### src/core/fpm_pkg.sv
// Package of constants for the failure prediction monitor.
// Behaviour
// Disable bit suspends collection, passes and reporting.
// Enabled monitor collects data during media operations.
// Online-only mode skips all off-line measurement.
// Rezero forces pass and restarts two-hour timer; after a rezero during a pass, the next pass still waits for bus idle.
// Remaining time to next pass is readable.
// Scheduled pass every two hours when bus idle.
// Pass uninterrupted; 60 ms or 370 ms maximum.
// Predictive failure posts sense code per reporting method.
// Posted code persists until reported.
// Interval counter counts operations to interval length.
// Failure counter counts errors in interval.
// Errors above threshold mean unacceptable, else acceptable.
// Judgement clears interval and failure counters.
// History counter up on bad, down on good, floor zero.
// History reaching predictive threshold signals failure.
// Thresholds are per-attribute constants, counters wide enough.
package fpm_pkg;
	// ----------------------------------------
	// Timing
	// ----------------------------------------
	localparam int unsigned CLK_HZ = 40_000_000;
	localparam int unsigned SCHED_PERIOD_S = 7200;
	localparam int unsigned PASS_ONLINE_MS = 60;
	localparam int unsigned PASS_FULL_MS = 370;
	localparam int unsigned SEC_CYCLES = CLK_HZ;
	localparam int unsigned ONLINE_PASS_CYCLES = CLK_HZ / 1000 * PASS_ONLINE_MS;
	localparam int unsigned FULL_PASS_CYCLES = CLK_HZ / 1000 * PASS_FULL_MS;
	// ----------------------------------------
	// Per-attribute judgement constants
	// ----------------------------------------
	localparam int unsigned NUM_ATTR = 4;
	localparam int unsigned INTERVAL_LEN = 1000;
	localparam int unsigned ERR_THRESH = 10;
	localparam int unsigned PRED_THRESH = 8;
	// ----------------------------------------
	// Reporting
	// ----------------------------------------
	localparam logic [23:0] SENSE_PREDICT = 24'h015d00;
	localparam logic [3:0] REPORT_NONE = 4'h0;
	typedef enum logic [1:0] {FPM_IDLE, FPM_WAIT_IDLE, FPM_PASS} fpm_state_t;
endpackage

### src/core/fpm_attr.sv
// One attribute's interval, failure and history counters.
`timescale 1ns/1ps
`default_nettype none
module fpm_attr
	import fpm_pkg::*;
#(
	parameter int unsigned INTERVAL = INTERVAL_LEN,
	parameter int unsigned ERR_MAX = ERR_THRESH,
	parameter int unsigned PRED_MAX = PRED_THRESH
) (
	// Clock and reset.
	input wire logic clk_sys,
	input wire logic sys_rst,
	// Events.
	input wire logic enable,
	input wire logic op_done,
	input wire logic op_error,
	// Result.
	output logic predict
);
	localparam int IW = $clog2(INTERVAL + 1);
	localparam int EW = $clog2(ERR_MAX + 2);
	localparam int HW = $clog2(PRED_MAX + 1);
	initial begin
		if (INTERVAL < 1 || PRED_MAX < 1) $error("fpm_attr: bad constants");
	end
	logic [IW-1:0] op_cnt;
	logic [EW-1:0] err_cnt;
	logic [HW-1:0] hist;
	logic bad, good;
	// Judgement: too many errors early, or interval end.
	assign bad = enable && (err_cnt > EW'(ERR_MAX));
	assign good = enable && !bad && (op_cnt == IW'(INTERVAL));
	// Interval and failure counters, cleared on each judgement.
	always_ff @(posedge clk_sys) begin
		if (sys_rst || bad || good) begin
			op_cnt <= '0;
			err_cnt <= '0;
		end else if (enable && op_done) begin
			op_cnt <= op_cnt + IW'(1);
			if (op_error) begin
				err_cnt <= err_cnt + EW'(1);
			end
		end
	end
	// History counter saturating at zero and at the threshold.
	always_ff @(posedge clk_sys) begin
		if (sys_rst) begin
			hist <= '0;
		end else if (bad && hist != HW'(PRED_MAX)) begin
			hist <= hist + HW'(1);
		end else if (good && hist != '0) begin
			hist <= hist - HW'(1);
		end
	end
	assign predict = (hist == HW'(PRED_MAX));
	a_hist_floor: assert property (@(posedge clk_sys) disable iff (sys_rst)
		good && hist == '0 |=> hist == '0) else $error("history underflow");
	a_judge_clear: assert property (@(posedge clk_sys) disable iff (sys_rst)
		bad |=> op_cnt == '0 && err_cnt == '0) else $error("counters not cleared");
endmodule // fpm_attr
`default_nettype wire

### src/core/fpm_monitor.sv
// Failure prediction monitor top: attributes, scheduler and reporting.
`timescale 1ns/1ps
`default_nettype none
module fpm_monitor
	import fpm_pkg::*;
#(
	parameter int unsigned PERIOD_S = SCHED_PERIOD_S,
	parameter int unsigned SEC_CNT = SEC_CYCLES,
	parameter int unsigned ONLINE_CNT = ONLINE_PASS_CYCLES,
	parameter int unsigned FULL_CNT = FULL_PASS_CYCLES
) (
	// Clock and reset.
	input wire logic clk_sys,
	input wire logic sys_rst,
	// Control bits.
	input wire logic prediction_disable,
	input wire logic online_only_select,
	input wire logic [3:0] report_method,
	// Commands and bus state.
	input wire logic rezero_cmd,
	input wire logic bus_idle,
	input wire logic [NUM_ATTR-1:0] op_done,
	input wire logic [NUM_ATTR-1:0] op_error,
	// Persistent code store.
	input wire logic nv_code_valid,
	input wire logic sense_taken,
	// Status.
	output logic [12:0] time_left_s,
	output logic pass_busy,
	output logic pass_online,
	output logic failure_pending,
	output logic [23:0] sense_code,
	output logic sense_valid
);
	initial begin
		if (PERIOD_S < 1 || PERIOD_S > 8191 || SEC_CNT < 1 || ONLINE_CNT < 1 || FULL_CNT < 1)
			$error("fpm_monitor: bad timing parameters");
	end
	// ----------------------------------------
	// Attributes
	// ----------------------------------------
	logic [NUM_ATTR-1:0] predict;
	logic enabled;
	assign enabled = !prediction_disable;
	genvar gi;
	generate
		for (gi = 0; gi < NUM_ATTR; gi++) begin : g_attr
			fpm_attr #(.INTERVAL(INTERVAL_LEN), .ERR_MAX(ERR_THRESH),
				.PRED_MAX(PRED_THRESH)) u_attr (
				.clk_sys(clk_sys),
				.sys_rst(sys_rst),
				.enable(enabled),
				.op_done(op_done[gi]),
				.op_error(op_error[gi]),
				.predict(predict[gi])
			);
		end
	endgenerate
	// ----------------------------------------
	// Scheduler
	// ----------------------------------------
	fpm_state_t state;
	logic [31:0] sec_div;
	logic [31:0] pass_cnt;
	logic sec_tick;
	logic force_req;
	logic offline_ok;
	assign sec_tick = (sec_div == SEC_CNT - 1);
	assign offline_ok = enabled && !online_only_select;
	// One-second enable pulse.
	always_ff @(posedge clk_sys) begin
		if (sys_rst || sec_tick) begin
			sec_div <= '0;
		end else begin
			sec_div <= sec_div + 32'h1;
		end
	end
	// Remembers a rezero that arrives during a pass.
	always_ff @(posedge clk_sys) begin
		if (sys_rst || !enabled) begin
			force_req <= 1'b0;
		end else if (rezero_cmd && state == FPM_PASS) begin
			force_req <= 1'b1;
		end else if (state != FPM_PASS) begin
			force_req <= 1'b0;
		end
	end
	// Pass sequencing and countdown timer.
	always_ff @(posedge clk_sys) begin
		if (sys_rst) begin
			state <= FPM_IDLE;
			time_left_s <= 13'(PERIOD_S);
			pass_cnt <= '0;
			pass_online <= 1'b0;
		end else if (!enabled && state != FPM_PASS) begin
			state <= FPM_IDLE;
			time_left_s <= 13'(PERIOD_S);
		end else begin
			case (state)
				FPM_IDLE: begin
					if (rezero_cmd) begin
						state <= FPM_PASS;
						pass_online <= !offline_ok;
						pass_cnt <= offline_ok ? 32'(FULL_CNT) : 32'(ONLINE_CNT);
						time_left_s <= 13'(PERIOD_S);
					end else if (sec_tick) begin
						if (time_left_s <= 13'h1) begin
							state <= FPM_WAIT_IDLE;
							time_left_s <= 13'h0;
						end else begin
							time_left_s <= time_left_s - 13'h1;
						end
					end
				end
				FPM_WAIT_IDLE: begin
					if (rezero_cmd || bus_idle) begin
						state <= FPM_PASS;
						pass_online <= !offline_ok;
						pass_cnt <= offline_ok ? 32'(FULL_CNT) : 32'(ONLINE_CNT);
						time_left_s <= 13'(PERIOD_S);
					end
				end
				FPM_PASS: begin
					if (pass_cnt <= 32'h1) begin
						state <= force_req ? FPM_WAIT_IDLE : FPM_IDLE;
						pass_cnt <= '0;
					end else begin
						pass_cnt <= pass_cnt - 32'h1;
					end
				end
				default: state <= FPM_IDLE;
			endcase
		end
	end
	assign pass_busy = (state == FPM_PASS);
	// ----------------------------------------
	// Reporting
	// ----------------------------------------
	// Pending code is loaded from the persistent store and held until taken.
	always_ff @(posedge clk_sys) begin
		if (sys_rst) begin
			failure_pending <= 1'b0;
		end else if (nv_code_valid || (enabled && |predict)) begin
			failure_pending <= 1'b1;
		end else if (sense_taken && sense_valid) begin
			failure_pending <= 1'b0;
		end
	end
	// Sense code output gated by the reporting method.
	always_ff @(posedge clk_sys) begin
		if (sys_rst) begin
			sense_code <= 24'h0;
			sense_valid <= 1'b0;
		end else begin
			sense_valid <= failure_pending && enabled && report_method != REPORT_NONE;
			sense_code <= SENSE_PREDICT;
		end
	end
	// ----------------------------------------
	// Checks
	// ----------------------------------------
	a_pass_len_full: assert property (@(posedge clk_sys) disable iff (sys_rst)
		$rose(pass_busy) && !pass_online |-> pass_cnt <= 32'(FULL_CNT))
		else $error("full pass too long");
	a_online_len: assert property (@(posedge clk_sys) disable iff (sys_rst)
		$rose(pass_busy) && pass_online |-> pass_cnt <= 32'(ONLINE_CNT))
		else $error("online pass too long");
	a_online_mode: assert property (@(posedge clk_sys) disable iff (sys_rst)
		$rose(pass_busy) |-> pass_online == $past(online_only_select))
		else $error("online-only ignored");
	a_rezero_timer: assert property (@(posedge clk_sys) disable iff (sys_rst)
		rezero_cmd && enabled && state != FPM_PASS |=> pass_busy && time_left_s == 13'(PERIOD_S))
		else $error("rezero did not force pass");
	a_wait_idle: assert property (@(posedge clk_sys) disable iff (sys_rst)
		state == FPM_WAIT_IDLE && !bus_idle && !rezero_cmd && enabled |=> !pass_busy)
		else $error("pass started on busy bus");
	a_disable_quiet: assert property (@(posedge clk_sys) disable iff (sys_rst)
		prediction_disable |=> !sense_valid) else $error("report while disabled");
	a_pending_hold: assert property (@(posedge clk_sys) disable iff (sys_rst)
		failure_pending && !sense_taken |=> failure_pending) else $error("code lost");
	a_report_code: assert property (@(posedge clk_sys) disable iff (sys_rst)
		failure_pending && enabled && report_method != REPORT_NONE |=> sense_valid)
		else $error("code not posted");
	c_pass_full: cover property (@(posedge clk_sys) $rose(pass_busy) && !pass_online);
	c_pass_online: cover property (@(posedge clk_sys) $rose(pass_busy) && pass_online);
	c_predict: cover property (@(posedge clk_sys) $rose(failure_pending));
endmodule // fpm_monitor
`default_nettype wire

### config.mk
export PLATFORM = sky130hd
export DESIGN_NAME = fpm_monitor
export DESIGN_NICKNAME = d
export VERILOG_FILES = /design/src/core/fpm_pkg.sv /design/src/core/fpm_attr.sv /design/src/core/fpm_monitor.sv
export SDC_FILE = /design/constraint.sdc
export NUM_CORES = 1
export LEC_CHECK = 0
export BUFFER_PORTS_ARGS = -buffer_cell sky130_fd_sc_hd__buf_2
export CORE_ASPECT_RATIO = 0.7
export CORE_MARGIN = 3
export CORE_UTILIZATION = 65
export DETAILED_ROUTE_END_ITERATION = 10
export PLACE_DENSITY = 0.85
export SLEW_MARGIN = 20
export SYNTH_ARGS = -nofsm -noshare
export SYNTH_HDL_FRONTEND = slang
export SYNTH_SLANG_ARGS = --single-unit
### constraint.sdc
create_clock -name clk_sys -period 4.45 [get_ports clk_sys]
set_clock_uncertainty 0.2 [all_clocks]
set_input_delay 0.6675 -clock clk_sys [delete_from_list [all_inputs] [get_ports clk_sys]]
set_output_delay 0.6675 -clock clk_sys [all_outputs]
set_load 0.02 [all_outputs]
Word level (Yosys, flattened, before mapping) --
Index checks and enable logic that the tools add are counted.
Storage, ports and cells: output and inout bits 41, logic and storage cells 175, input port bits 20, bits in registers 179
Operators by class: $lt $le $gt $ge 6, reductions and logical operators 74, equal/unequal tests 21, bitwise logic cells 1, add/subtract/negate cells 19, mux-type cells 33
Operators with widths (count):
- $mux W32 | 3
- $pmux W32 S3 | 1
- $mux W13 | 4
- $add A10 B1 Y10 const B | 4
- $eq A10 B10 Y1 const B | 4
- $add A32 B1 Y32 const B | 1
- $add A4 B1 Y4 const B | 8
- $eq A32 B26 Y1 const B | 1
- $le A32 B1 Y1 const B | 1
- $mux W4 | 8
- $sub A32 B1 Y32 const B | 1
- $logic_and A1 B1 Y1 | 31
- $pmux W13 S2 | 1
- $mux W24 | 1
- $reduce_bool A4 Y1 | 5
- $mux W17 | 1
- $eq A4 B4 Y1 const B | 4
- $gt A4 B4 Y1 const B | 4
- $ne A4 B4 Y1 const B | 4
- $sub A4 B1 Y4 const B | 4
- $reduce_bool A2 Y1 | 7
- $le A13 B1 Y1 const B | 1
- $sub A13 B1 Y13 const B | 1
- $logic_or A1 B1 Y1 | 12
- other kinds (18) | 42

Depth between registers and ports, before layout --
Gate-level depths: netlist of run 1.
depth after elaboration 8, gate-level depth with buffers 10, gate-level depth less buffers 10

Cells and area by module --
Synthesis of run 1 repeated with hierarchy kept, for this count alone.
Second synthesis, totals: cells, all modules 957, area total of the unflattened synthesis 8226.6 um^2
Modules (own cells, without submodules):
- fpm_monitor | sequential area each 1681.6 um^2, cells each 529, area an instance 4307.9 um^2, times used 1
- fpm_attr | sequential area each 360.3 um^2, cells each 107, area an instance 979.7 um^2, times used 4

Worst setup path before layout of run 1 --
No wires, ideal clock.
path kind input to register, start point in prediction_disable, end point reg g_attr[1].u_attr.hist[3], data arrival time 2477 ps, path buffers 1, data required time 4179 ps, setup slack 1703 ps, stages on the path 9, library setup time 71 ps, path through inv_1 clkbuf_1 o2111ai_1 ha_1 a21o_1 a21oi_1 xor2_1 or3_1 a21oi_1
On the way: cells in the longest elaborated chain, start to end 7, elaborated cells between the ends (all ways) 9, those cells by class mux (1); reduce/logical (8)
RTL lines:
- start: declaration | line fpm_monitor.sv:16 | input wire logic prediction_disable,
- $logic_not A1 Y1 * | line fpm_monitor.sv:44 | assign enabled = !prediction_disable;
- $logic_and A1 B1 Y1 | line fpm_attr.sv:32 | assign bad = enable && (err_cnt > EW'(ERR_MAX));
- $logic_not A1 Y1 | line fpm_attr.sv:33 | assign good = enable && !bad && (op_cnt == IW'(INTERVAL));
- $logic_and A1 B1 Y1 (2 in series) | line fpm_attr.sv:33
- $logic_and A1 B1 Y1 | line fpm_attr.sv:52 | end else if (good && hist != '0) begin
- $reduce_bool A2 Y1 (no line)
- end signal: assignment | line fpm_attr.sv:51 | hist <= hist + HW'(1);
- end signal: assignment | line fpm_attr.sv:53 | hist <= hist - HW'(1);
- end: declaration | line fpm_attr.sv:29 | logic [HW-1:0] hist;
Every way passes the cells marked *; elsewhere a longest branch is shown, timed or not. A chain may end at the register's enable or synchronous reset.

Final worst setup path of run 1 --
start point reg pass_cnt[2], end point reg pass_cnt[25]
On the way: cells in the longest elaborated chain, start to end 3, elaborated cells between the ends (all ways) 4, those cells by class add/sub (1); order compare (1); mux (2)
RTL lines:
- start: declaration | line fpm_monitor.sv:64 | logic [31:0] pass_cnt;
- start signal: assignment | line fpm_monitor.sv:104 | pass_cnt <= offline_ok ? 32'(FULL_CNT) : 32'(ONLINE_CNT);
- start signal: assignment | line fpm_monitor.sv:119 | pass_cnt <= offline_ok ? 32'(FULL_CNT) : 32'(ONLINE_CNT);
- start signal: assignment | line fpm_monitor.sv:128 | pass_cnt <= pass_cnt - 32'h1;
- $sub A32 B1 Y32 / $le A32 B1 Y1 (equally long branches) | line fpm_monitor.sv:128, fpm_monitor.sv:124
- $mux W32 * | line fpm_monitor.sv:124 | if (pass_cnt <= 32'h1) begin
- $pmux W32 S3 * | line fpm_monitor.sv:99 | case (state)
Marks and branches as above.

==> flow_summary.toml, run 1 <==
[pwr]
p_sw_share_pct = 27.24
switchingPower_mw = 0.9517
internal_power_mw = 2.542
seqPwrFrac_pct = 43.0
power.density_nw_per_um2 = 386.3
clkPwrFrac_pct = 42.8
maximum_resistive_drop_on_vdd_mv = 0.2923
combPwrFrac_pct = 14.1
p_leak_nw = 3.415

[floorplan]
core-area_um2 = 12060
die_h_um = 100.3
num_io_pins = 61
die_width_um = 140.8
starting_utilization_of_the_core_area_pct = 68.52
floorplan.die_area_um2 = 14120
std_cell_rows = 33

[yosys]
synthFlopType = "sky130_fd_sc_hd__dfxtp_1"
synth.cells.most_frequent = "156 x sky130_fd_sc_hd__dfxtp_1, 147 x sky130_fd_sc_hd__nor2_1, 59 x sky130_fd_sc_hd__xor2_1"
netlist_instances = 959
ys_ff_latch = 156
number_of_flops_mapped_to_enable_cells_by_yosys = 0
synthDistinctLibCells = 70
synth.most_common_cell = "sky130_fd_sc_hd__dfxtp_1"
yosysSeqAreaShare_pct = 37.80
synth.largest_area_cell = "sky130_fd_sc_hd__dfxtp_1"
synthesis.yosys.warnings = 0
synth_area_um2 = 8262
netlist_top_cells_area = "sky130_fd_sc_hd__dfxtp_1 38%, sky130_fd_sc_hd__nor2_1 6.7%, sky130_fd_sc_hd__xor2_1 6.3%"
async_flop_share_pct = 0
synth_area_per_cell_um2 = 8.615
post-synth-top-area-fraction_pct = 37.80

[place]
finalWeightedCongestion = 0.9126
hpwl_mm = 11.87
portBuffers = 42
dp_cells = 1115

[global_routing]
grt.total_usage_pct = 25.65
antenna_found_initial = 0
overflow = 0
grt_max_degree = 57
wire_length_of_the_first_global_routing_pass_mm = 30.32
grt_pass1_vias = 6448

[finish]
fin_nets = 1030
fin_cells = 1144
antenna_cells = 0
areaGrowthSynthToFinish_pct = 9.465
drive_gt1_share_pct = 10.03

[clock_tree]
cts.repair.resized = 0
cts_buffer_depth = 2
worst_skew_pair.late_latency_ps = 420
cts-buffers-inserted = 17
clockRootBuffer = "sky130_fd_sc_hd__clkbuf_16"
cts_tree = "built"
clock_transition_at_the_registers_of_the_reported_paths_ps = 60
numClockSinks = 156
cts_htree_levels = 4
postCtsSetupBuffers = 0
holdBufCountCts = 0

[outcome]
outcome = "finished, final reports clean"

[route]
routed-via-count = 7017
post_drt_via_cell_ratio = 6.134
drtAntennaViolNets = 0
detailedRoute.firstIterationViolations = 667
totalWireLength_mm = 17.69
drt_pre_antenna_iters = 5
drt-wirelength-per-cell_um = 15.46
drcViolationCount = 0

[timing]
setup_tns_ps = 0
timing.final.setup_violations = 0
worst-slew-pin-transition_ps = 969.1
maxSlewViolCount = 0
maxClockFrequency_mhz = 307.8
timing_hold_violations_final = 0
setup_repair_after_global_routing_missed_its_margin = "false"
final_worst_path_period_share_pct = 73.00
fin_crit_ps = 3249
timing.slew.headroom_pct = 35.24

[worst_setup_path]
critical_path_arrival_ps = 3320
cp_data_required_time_ps = 4520
crit_path_end_kind = "register"
criticalPathCategory = "register to register"
start_kind = "register"
cp_max_fanout = 18

[run]
maxCapViolations = 0

[worst_hold_path]
holdCritPathClass = "register to register"
-- critical path, stage by stage (launching register included) --
cell	delay [ps]
sky130_fd_sc_hd__dfxtp_1	360
sky130_fd_sc_hd__or4_1	680
sky130_fd_sc_hd__nor3_4	510
sky130_fd_sc_hd__nand4_2	590
sky130_fd_sc_hd__a21oi_4	640
sky130_fd_sc_hd__nor3_1	110
-- cell type report --
| cell class | instances | area, um^2 |
|---|---|---|
| Timing Repair Buffer | 48 | 255.2 |
| Clock buffer | 18 | 429.2 |
| Multi-Input combinational cell | 722 | 4748 |
| Tap cell | 157 | 196.4 |
| Clock inverter | 11 | 171.4 |
| Fill cell | 880 | 3013 |
| Sequential cell | 156 | 3123 |
| Inverter | 32 | 120.1 |
-- cells in the final DEF (no fill, tap or decap), drive strengths merged, types with 25 or more instances in the layout --
cell type and n:
buf 48, nand4 39, nand2 41, xor2 59
a21oi 41, nor3 43, nor4 25, dfxtp 156
ha 29, xnor2 43, nor2 147, inv 33
-- path summary, 6_finish.rpt --
check,from,endpoint,slack (ps),cells past startpoint
max,pass_cnt[2],pass_cnt[25],1200,5
min,sec_div[0],sec_div[0],280,1
max reg2reg,pass_cnt[2],pass_cnt[25],1200,5
min reg2reg,sec_div[0],sec_div[0],280,1
-- metrics by stage --
step / power, mW / hold WS [ps] / instance area [um^2] / util, % / worst slack [ps]
after floorplan: 1.911 / 226.2 / 8325 / - / 1703
after global placement: 1.996 / 240.0 / 8442 / 70.02 / 1342
after detailed placement: 2.008 / 266.9 / 8442 / 70.02 / 1218
after CTS: 3.500 / 285.4 / 9042 / 75.00 / 1267
after global routing: 3.621 / 300.6 / 9044 / 75.01 / 1090
final: 3.493 / 280.1 / 9044 / 75.01 / 1201
-- layer usage --
layer / wire length [um] / part of all wire (%) / vias to the layer above / track usage, %
met2: 7872 / 45 / 271 / 40.40
met4: 244 / 1.4 / 0 / 8.042
met3: 1196 / 6.8 / 35 / 4.571
met5: 0 / 0 / - / 0
met1: 8372 / 47 / 3293 / 36.11
li1: - / - / 3418 / -
-- power groups by stage --
stage               clock network (mW)  registers, mW  logic, mW
floorplan                            0           1.52      0.389
global placement                     0           1.53      0.468
detailed placement                   0           1.53      0.479
CTS                               1.52           1.50      0.484
global route                      1.57           1.51      0.539
finish                            1.50           1.50      0.494
-- state kept, by name, indices dropped and copies added, names as in the netlist, 2 cells and up --
signal / flops
state: 2
g_attr.u_attr.op_cnt: 40
time_left_s: 13
pass_cnt: 32
g_attr.u_attr.hist: 16
g_attr.u_attr.err_cnt: 16
sec_div: 32
-- cell families (layout without fill, tap and decap cells) --
| logic type | count (synthesis) | in the layout | share of synthesized area [%] |
|---|---|---|---|
| buffers and inverters | 98 | 109 | 5.573 |
| AND/OR/NAND/NOR | 417 | 417 | 27.06 |
| other | 1 | 18 | 0.04539 |
| multiplexers | 11 | 11 | 1.348 |
| AO/OA/AOI/OAI | 141 | 141 | 11.99 |
| adder cells (fa/ha/maj) | 33 | 33 | 5.361 |
| flip-flops | 156 | 156 | 37.80 |
| XOR/XNOR | 102 | 102 | 10.81 |
Power figures use the tool's default switching activity.
==> run 2, diff against run 1 <==
--- a/config.mk
+++ b/config.mk
@@ -8,9 +8,9 @@
 export BUFFER_PORTS_ARGS = -buffer_cell sky130_fd_sc_hd__buf_2
 export CORE_ASPECT_RATIO = 0.7
 export CORE_MARGIN = 3
-export CORE_UTILIZATION = 65
+export CORE_UTILIZATION = 61
 export DETAILED_ROUTE_END_ITERATION = 10
-export PLACE_DENSITY = 0.85
+export PLACE_DENSITY = 0.81
 export SLEW_MARGIN = 20
 export SYNTH_ARGS = -nofsm -noshare
 export SYNTH_HDL_FRONTEND = slang
==> constraint.sdc (replaced) <==
create_clock -name clk_sys -period 3.3 [get_ports clk_sys]
set_clock_uncertainty 0.2 [all_clocks]
set_input_delay 0.495 -clock clk_sys [delete_from_list [all_inputs] [get_ports clk_sys]]
set_output_delay 0.495 -clock clk_sys [all_outputs]
set_load 0.02 [all_outputs]
==> run 2 against run 1 <==
  * Count of clock-buffer cells in the layout is 1 lower
  * First-iteration DRC count is 30% lower
  * Flip-flop and latch count stayed put
  * Sequential share of layout area is 0.48 points lower
  * Hold slack worse by 140 ps
  * Die area is 6.2% higher
  * Total power is 36% higher
  * Final area is 1.4% higher
  * Clock power is 35% higher
  * Final cell count is 3.3% higher
  * Combinational power is 39% higher
  * Largest power group is now the clock network
  * Highest routed layer unchanged
==> flow_summary.toml, run 2 (same netlist as run 1, synthesis figures left out) <==
[route]
drtAntennaViolNets = 0
routed-via-count = 6862
drt-wirelength-per-cell_um = 14.70
detailedRoute.firstIterationViolations = 469
post_drt_via_cell_ratio = 5.805
drcViolationCount = 0
totalWireLength_mm = 17.37
drt_pre_antenna_iters = 5

[global_routing]
grt.total_usage_pct = 23.37
grt_max_degree = 31
antenna_found_initial = 0
wire_length_of_the_first_global_routing_pass_mm = 29.29
grt_pass1_vias = 6088
overflow = 0

[timing]
timing.slew.headroom_pct = 46.24
setup_repair_after_global_routing_missed_its_margin = "false"
setup_tns_ps = 0
timing.final.setup_violations = 0
worst-slew-pin-transition_ps = 804.7
maxSlewViolCount = 0
final_worst_path_period_share_pct = 88.28
maxClockFrequency_mhz = 343.3
timing_hold_violations_final = 0
fin_crit_ps = 2913

[finish]
final_common_cell = "sky130_fd_sc_hd__dfxtp_1"
fillCellCount = 1018
reg_top3 = "g_attr.u_attr.op_cnt: 40 flops, pass_cnt: 32 flops, sec_div: 32 flops"
largest_register = "g_attr.u_attr.op_cnt"
areaGrowthSynthToFinish_pct = 11.01
layout_common_cells = "156 x sky130_fd_sc_hd__dfxtp_1, 147 x sky130_fd_sc_hd__nor2_1, 59 x sky130_fd_sc_hd__xor2_1"
antenna_cells = 0
finish.instance_area_um2 = 9171
fin_nets = 1042
drive_gt1_share_pct = 11.48
largest_register_ff_count = 40

[worst_setup_path]
cp_max_fanout = 5
cp_data_required_time_ps = 3450
crit_path_top_delay_cell = "sky130_fd_sc_hd__or4b_2"
worst_r2r_endpoint = "g_attr[3].u_attr.hist[3]"
r2r_setup_slack_ps = 390
criticalPathCategory = "register to register"
critical_path_arrival_ps = 3070
maximum_cell_stage_delay_along_the_critical_path_ps = 740
crit_path_end_kind = "register"
timing.rr.start = "g_attr[3].u_attr.hist[0]"
length_in_cells_of_the_worst_reg_to_reg_path = 8
worst_path_most_repeated_cell = "sky130_fd_sc_hd__a21oi_1"
worstPathCellList = "or4b_2 -> o2111ai_1 -> ha_1 -> a21o_1 -> a21oi_1 -> xor2_1 -> or3_1 -> a21oi_1"
start_kind = "register"

[place]
dpl-instance-area_um2 = 8561
finalWeightedCongestion = 0.9234
hpwl_mm = 11.74
portBuffers = 42

[clock_tree]
clockRootBuffer = "sky130_fd_sc_hd__clkbuf_16"
numClockSinks = 156
clock_transition_at_the_registers_of_the_reported_paths_ps = 70
postCtsSetupBuffers = 0
cts-buffers-inserted = 17
cts_buffer_depth = 2
cts_tree = "built"
cts.repair.resized = 0
worst_skew_pair.late_latency_ps = 420
cts_htree_levels = 4
holdBufCountCts = 0

[pwr]
p_leak_nw = 3.487
power.density_nw_per_um2 = 516.8
maximum_resistive_drop_on_vdd_mv = 0.3894

[worst_hold_path]
holdCritPathClass = "primary input to register"
hold_depth = 3
hold_path_end = "failure_pending"
startpoint_of_the_worst_hold_path = "nv_code_valid"

[floorplan]
die_h_um = 103.4
num_io_pins = 61
floorplan.die_area_um2 = 15000
starting_utilization_of_the_core_area_pct = 64.52
core-area_um2 = 12800
die_width_um = 145.1
std_cell_rows = 34

[outcome]
outcome = "finished, final reports clean"

[run]
maxCapViolations = 0
## run 2: cell count changes in the layout (fill, tap and decap cells not counted), sizes merged
| cell | before | now |
|---|---|---|
| buf | 48 | 60 |
| clkbuf | 18 | 17 |
| inv | 33 | 39 |
| clkinvlp | 2 | 1 |
| bufinv | 4 | 3 |
## run 2: final cells by class
class	instances	area, um^2	area share [%]
Clock inverter	15	185.2	2.019
Clock buffer	17	425.4	4.638
Timing Repair Buffer	60	345.3	3.765
Sequential cell	156	3123	34.05
Tap cell	180	225.2	2.456
Multi-Input combinational cell	722	4747	51.76
Inverter	32	120.1	1.310
## run 2: critical path, delay by kind of cell, from the launching register on
kind	cells	cell delay (ps)
and+or+nand+nor	2	1070
AOI/OAI and AO/OA	4	790
DFF	1	360
adders and majority gates	1	340
xor gates and xnor gates	1	90
## run 2: per-layer routing
metal / share of wire [%] / vias to the layer above / track usage (%) / routed length [um]
met5: 0 / - / 0 / 0
met4: 1.1 / 0 / 6.346 / 194
met3: 5.7 / 18 / 5.009 / 988
met2: 42 / 199 / 35.48 / 7300
met1: 51 / 3207 / 34.08 / 8887
li1: - / 3438 / - / -
## run 2: worst max path at each step
stage | from | endpoint | slack, ps
2_1_floorplan | g_attr[0].u_attr.hist[0] | g_attr[0].u_attr.hist[3] | 630
3_3_place_gp | prediction_disable | g_attr[1].u_attr.hist[3] | 490
3_5_place_dp | g_attr[3].u_attr.hist[0] | g_attr[3].u_attr.hist[3] | 420
4_1_cts | g_attr[3].u_attr.hist[0] | g_attr[3].u_attr.hist[3] | 390
5_1_grt | sec_div[0] | time_left_s[1] | 210
6_report | g_attr[3].u_attr.hist[0] | g_attr[3].u_attr.hist[3] | 390
## run 2: per-stage QoR
stage               setup slack (ps)  util (%)  total power [mW]  hold WS (ps)  cells
floorplan                      626.6         -             2.577         226.2    976
global placement               491.5     66.86             2.723         242.9   1150
detailed placement             421.5     66.86             2.733         255.2   1150
CTS                            394.0     71.62             4.755         133.0   1182
global route                   210.0     71.62             4.929         135.6   1182
finish                         386.9     71.62             4.740         140.1   1182
## run 2: report_power, final
part | internal [mW] | total (mW) | switching, mW
clock network | 1.21 | 2.03 | 0.822
registers | 1.94 | 2.02 | 0.0791
logic | 0.252 | 0.688 | 0.436
==> run 3, diff against run 2 <==
--- a/config.mk
+++ b/config.mk
@@ -10,8 +10,8 @@
 export CORE_MARGIN = 3
 export CORE_UTILIZATION = 61
 export DETAILED_ROUTE_END_ITERATION = 10
+export GPL_TIMING_DRIVEN = 0
 export PLACE_DENSITY = 0.81
-export SLEW_MARGIN = 20
 export SYNTH_ARGS = -nofsm -noshare
 export SYNTH_HDL_FRONTEND = slang
 export SYNTH_SLANG_ARGS = --single-unit
==> run 3 against run 2 <==
  * Setup slack got worse by 180 ps
  * Global-route usage grew 1.2 points
  * Sequential power about the same
  * Highest routed layer unchanged
  * First-iteration DRC count increased by 45%
  * Hold slack better by 43 ps
  * Utilization grew 1.1 points
==> flow_summary.toml, run 3 (same netlist as run 1, synthesis figures left out) <==
[worst_setup_path]
cpLargestDelayFamily = "buffers and inverters"
critical_path_arrival_ps = 2400
criticalPathCategory = "register to output pin"
worstPathCellList = "buf_2 -> nand2b_1 -> inv_1 -> clkbuf_1 -> clkbuf_1 -> buf_2"
cp_max_fanout = 10
length_in_cells_of_the_worst_reg_to_reg_path = 8
launching_instance_or_port_of_the_critical_path = "state[1]"
start_kind = "register"
cp_data_required_time_ps = 2600
worstSetupPathDepth = 6
timing.critical_path.buf_inv = 5
crit_path_end_kind = "output pin"
timing.rr.start = "g_attr[3].u_attr.hist[0]"
crit_path_top_delay_cell = "sky130_fd_sc_hd__clkbuf_1"
maximum_cell_stage_delay_along_the_critical_path_ps = 490

[timing]
setup_tns_ps = 0
timing.hold.ws_ps = 183.3
fin_crit_ps = 3098
timing.final.ws_setup_ps = 202.5
maxClockFrequency_mhz = 322.8
timing_hold_violations_final = 0
setup_repair_after_global_routing_missed_its_margin = "false"
final_worst_path_period_share_pct = 93.87
timing.final.setup_violations = 0
timing.slew.headroom_pct = 15.96
maxSlewViolCount = 0
worst-slew-pin-transition_ps = 1244

[route]
drcViolationCount = 0
detailedRoute.firstIterationViolations = 679
post_drt_via_cell_ratio = 5.797
routed-via-count = 7119
top_routing_layer_used = "met4"
dr_wl_met3_mm = 1.329
drtAntennaViolNets = 0
detail_route.wirelength.met1_mm = 9.180
drt-wirelength-per-cell_um = 14.92
drt_pre_antenna_iters = 5
wl_met2_mm = 7.519
totalWireLength_mm = 18.33

[finish]
final_common_cell = "sky130_fd_sc_hd__dfxtp_1"
reg_top3 = "g_attr.u_attr.op_cnt: 40 flops, pass_cnt: 32 flops, sec_div: 32 flops"
fin_nets = 1089
finish.instance_area_um2 = 9311
largest_register = "g_attr.u_attr.op_cnt"
layout_common_cells = "156 x sky130_fd_sc_hd__dfxtp_1, 147 x sky130_fd_sc_hd__nor2_1, 59 x sky130_fd_sc_hd__xor2_1"
areaGrowthSynthToFinish_pct = 12.71
drive_gt1_share_pct = 11.45
regArea_um2 = 3123
fin_cells = 1228
footprint_of_the_multi_input_gates_um2 = 4742
antenna_cells = 0
fillCellCount = 983
largest_register_ff_count = 40

[place]
hpwl_mm = 12.85
dpl-instance-area_um2 = 8756
portBuffers = 41
finalWeightedCongestion = 0.9216
detailedPlace.worstSlack_ps = 30.32
dp_cells = 1197

[pwr]
p_leak_nw = 3.551
power.density_nw_per_um2 = 490.4
maximum_resistive_drop_on_vdd_mv = 0.3500

[floorplan]
die_width_um = 145.1
core-area_um2 = 12800
floorplan.die_area_um2 = 15000
starting_utilization_of_the_core_area_pct = 64.52
num_io_pins = 61
std_cell_rows = 34
die_h_um = 103.4

[clock_tree]
postCtsSetupBuffers = 0
cts_htree_levels = 4
cts.repair.resized = 0
clockRootBuffer = "sky130_fd_sc_hd__clkbuf_16"
cts-buffers-inserted = 17
cts_buffer_depth = 2
numClockSinks = 156
holdBufCountCts = 0
cts_tree = "built"
clock_transition_at_the_registers_of_the_reported_paths_ps = 60
worst_skew_pair.late_latency_ps = 420

[global_routing]
grt_max_degree = 17
grt.total_usage_pct = 24.58
wire_length_of_the_first_global_routing_pass_mm = 30.83
grt_pass1_vias = 6355
overflow = 0
antenna_found_initial = 0

[run]
maxCapViolations = 0

[worst_hold_path]
holdCritPathClass = "primary input to register"
hold_depth = 3
startpoint_of_the_worst_hold_path = "nv_code_valid"

[outcome]
outcome = "finished, final reports clean"
[run 3: cell count changes in the layout (fill, tap and decap cells not counted), moves of 2 or more]
cell                        delta
sky130_fd_sc_hd__clkbuf_1     +38
sky130_fd_sc_hd__inv_6         -4
sky130_fd_sc_hd__bufinv_16     -3
sky130_fd_sc_hd__buf_4         +6
sky130_fd_sc_hd__clkbuf_8      +5
sky130_fd_sc_hd__buf_1         +2
[run 3: worst paths after layout]
path | to | slack [ps]
max | pass_busy | 200
min reg2reg | sec_div[0] | 280
max reg2reg | g_attr[3].u_attr.hist[3] | 390
min | failure_pending | 180
[run 3: layout make-up]
class / count / share of cell area (%)
Clock inverter: 9 / 0.6584
Multi-Input combinational cell: 722 / 50.93
Tap cell: 180 / 2.419
Sequential cell: 156 / 33.54
Clock buffer: 22 / 5.308
Inverter: 32 / 1.290
Timing Repair Buffer: 41 / 2.204
Buffer: 66 / 3.655
[run 3: power breakdown]
part	internal (mW)	switching, mW
Sequential	1.95	0.0768
Clock	1.06	0.776
Combinational	0.251	0.458
Total	3.26	1.31
[run 3: worst reg2reg max path: stages (launching register included)]
cell and delay (ps):
sky130_fd_sc_hd__dfxtp_1 370, sky130_fd_sc_hd__or4b_2 720, sky130_fd_sc_hd__o2111ai_1 290, sky130_fd_sc_hd__ha_1 330, sky130_fd_sc_hd__a21o_1 180, sky130_fd_sc_hd__a21oi_1 180
sky130_fd_sc_hd__xor2_1 100, sky130_fd_sc_hd__or3_1 330, sky130_fd_sc_hd__a21oi_1 150
[run 3: metrics by stage]
| step | total power [mW] | utilization (%) |
|---|---|---|
| finish | 4.566 | 72.72 |
| global route | 4.735 | 72.72 |
| CTS | 4.565 | 72.72 |
| detailed placement | 2.744 | 68.38 |
| global placement | 2.732 | 68.38 |
| floorplan | 2.577 | - |
[run 3: routing by layer]
layer  vias to the layer above  global-route usage [%]
li1                       3548                       -
met1                      3271                   36.33
met2                       267                   36.24
met3                        33                   5.226
met4                         0                   7.659
met5                         -                       0
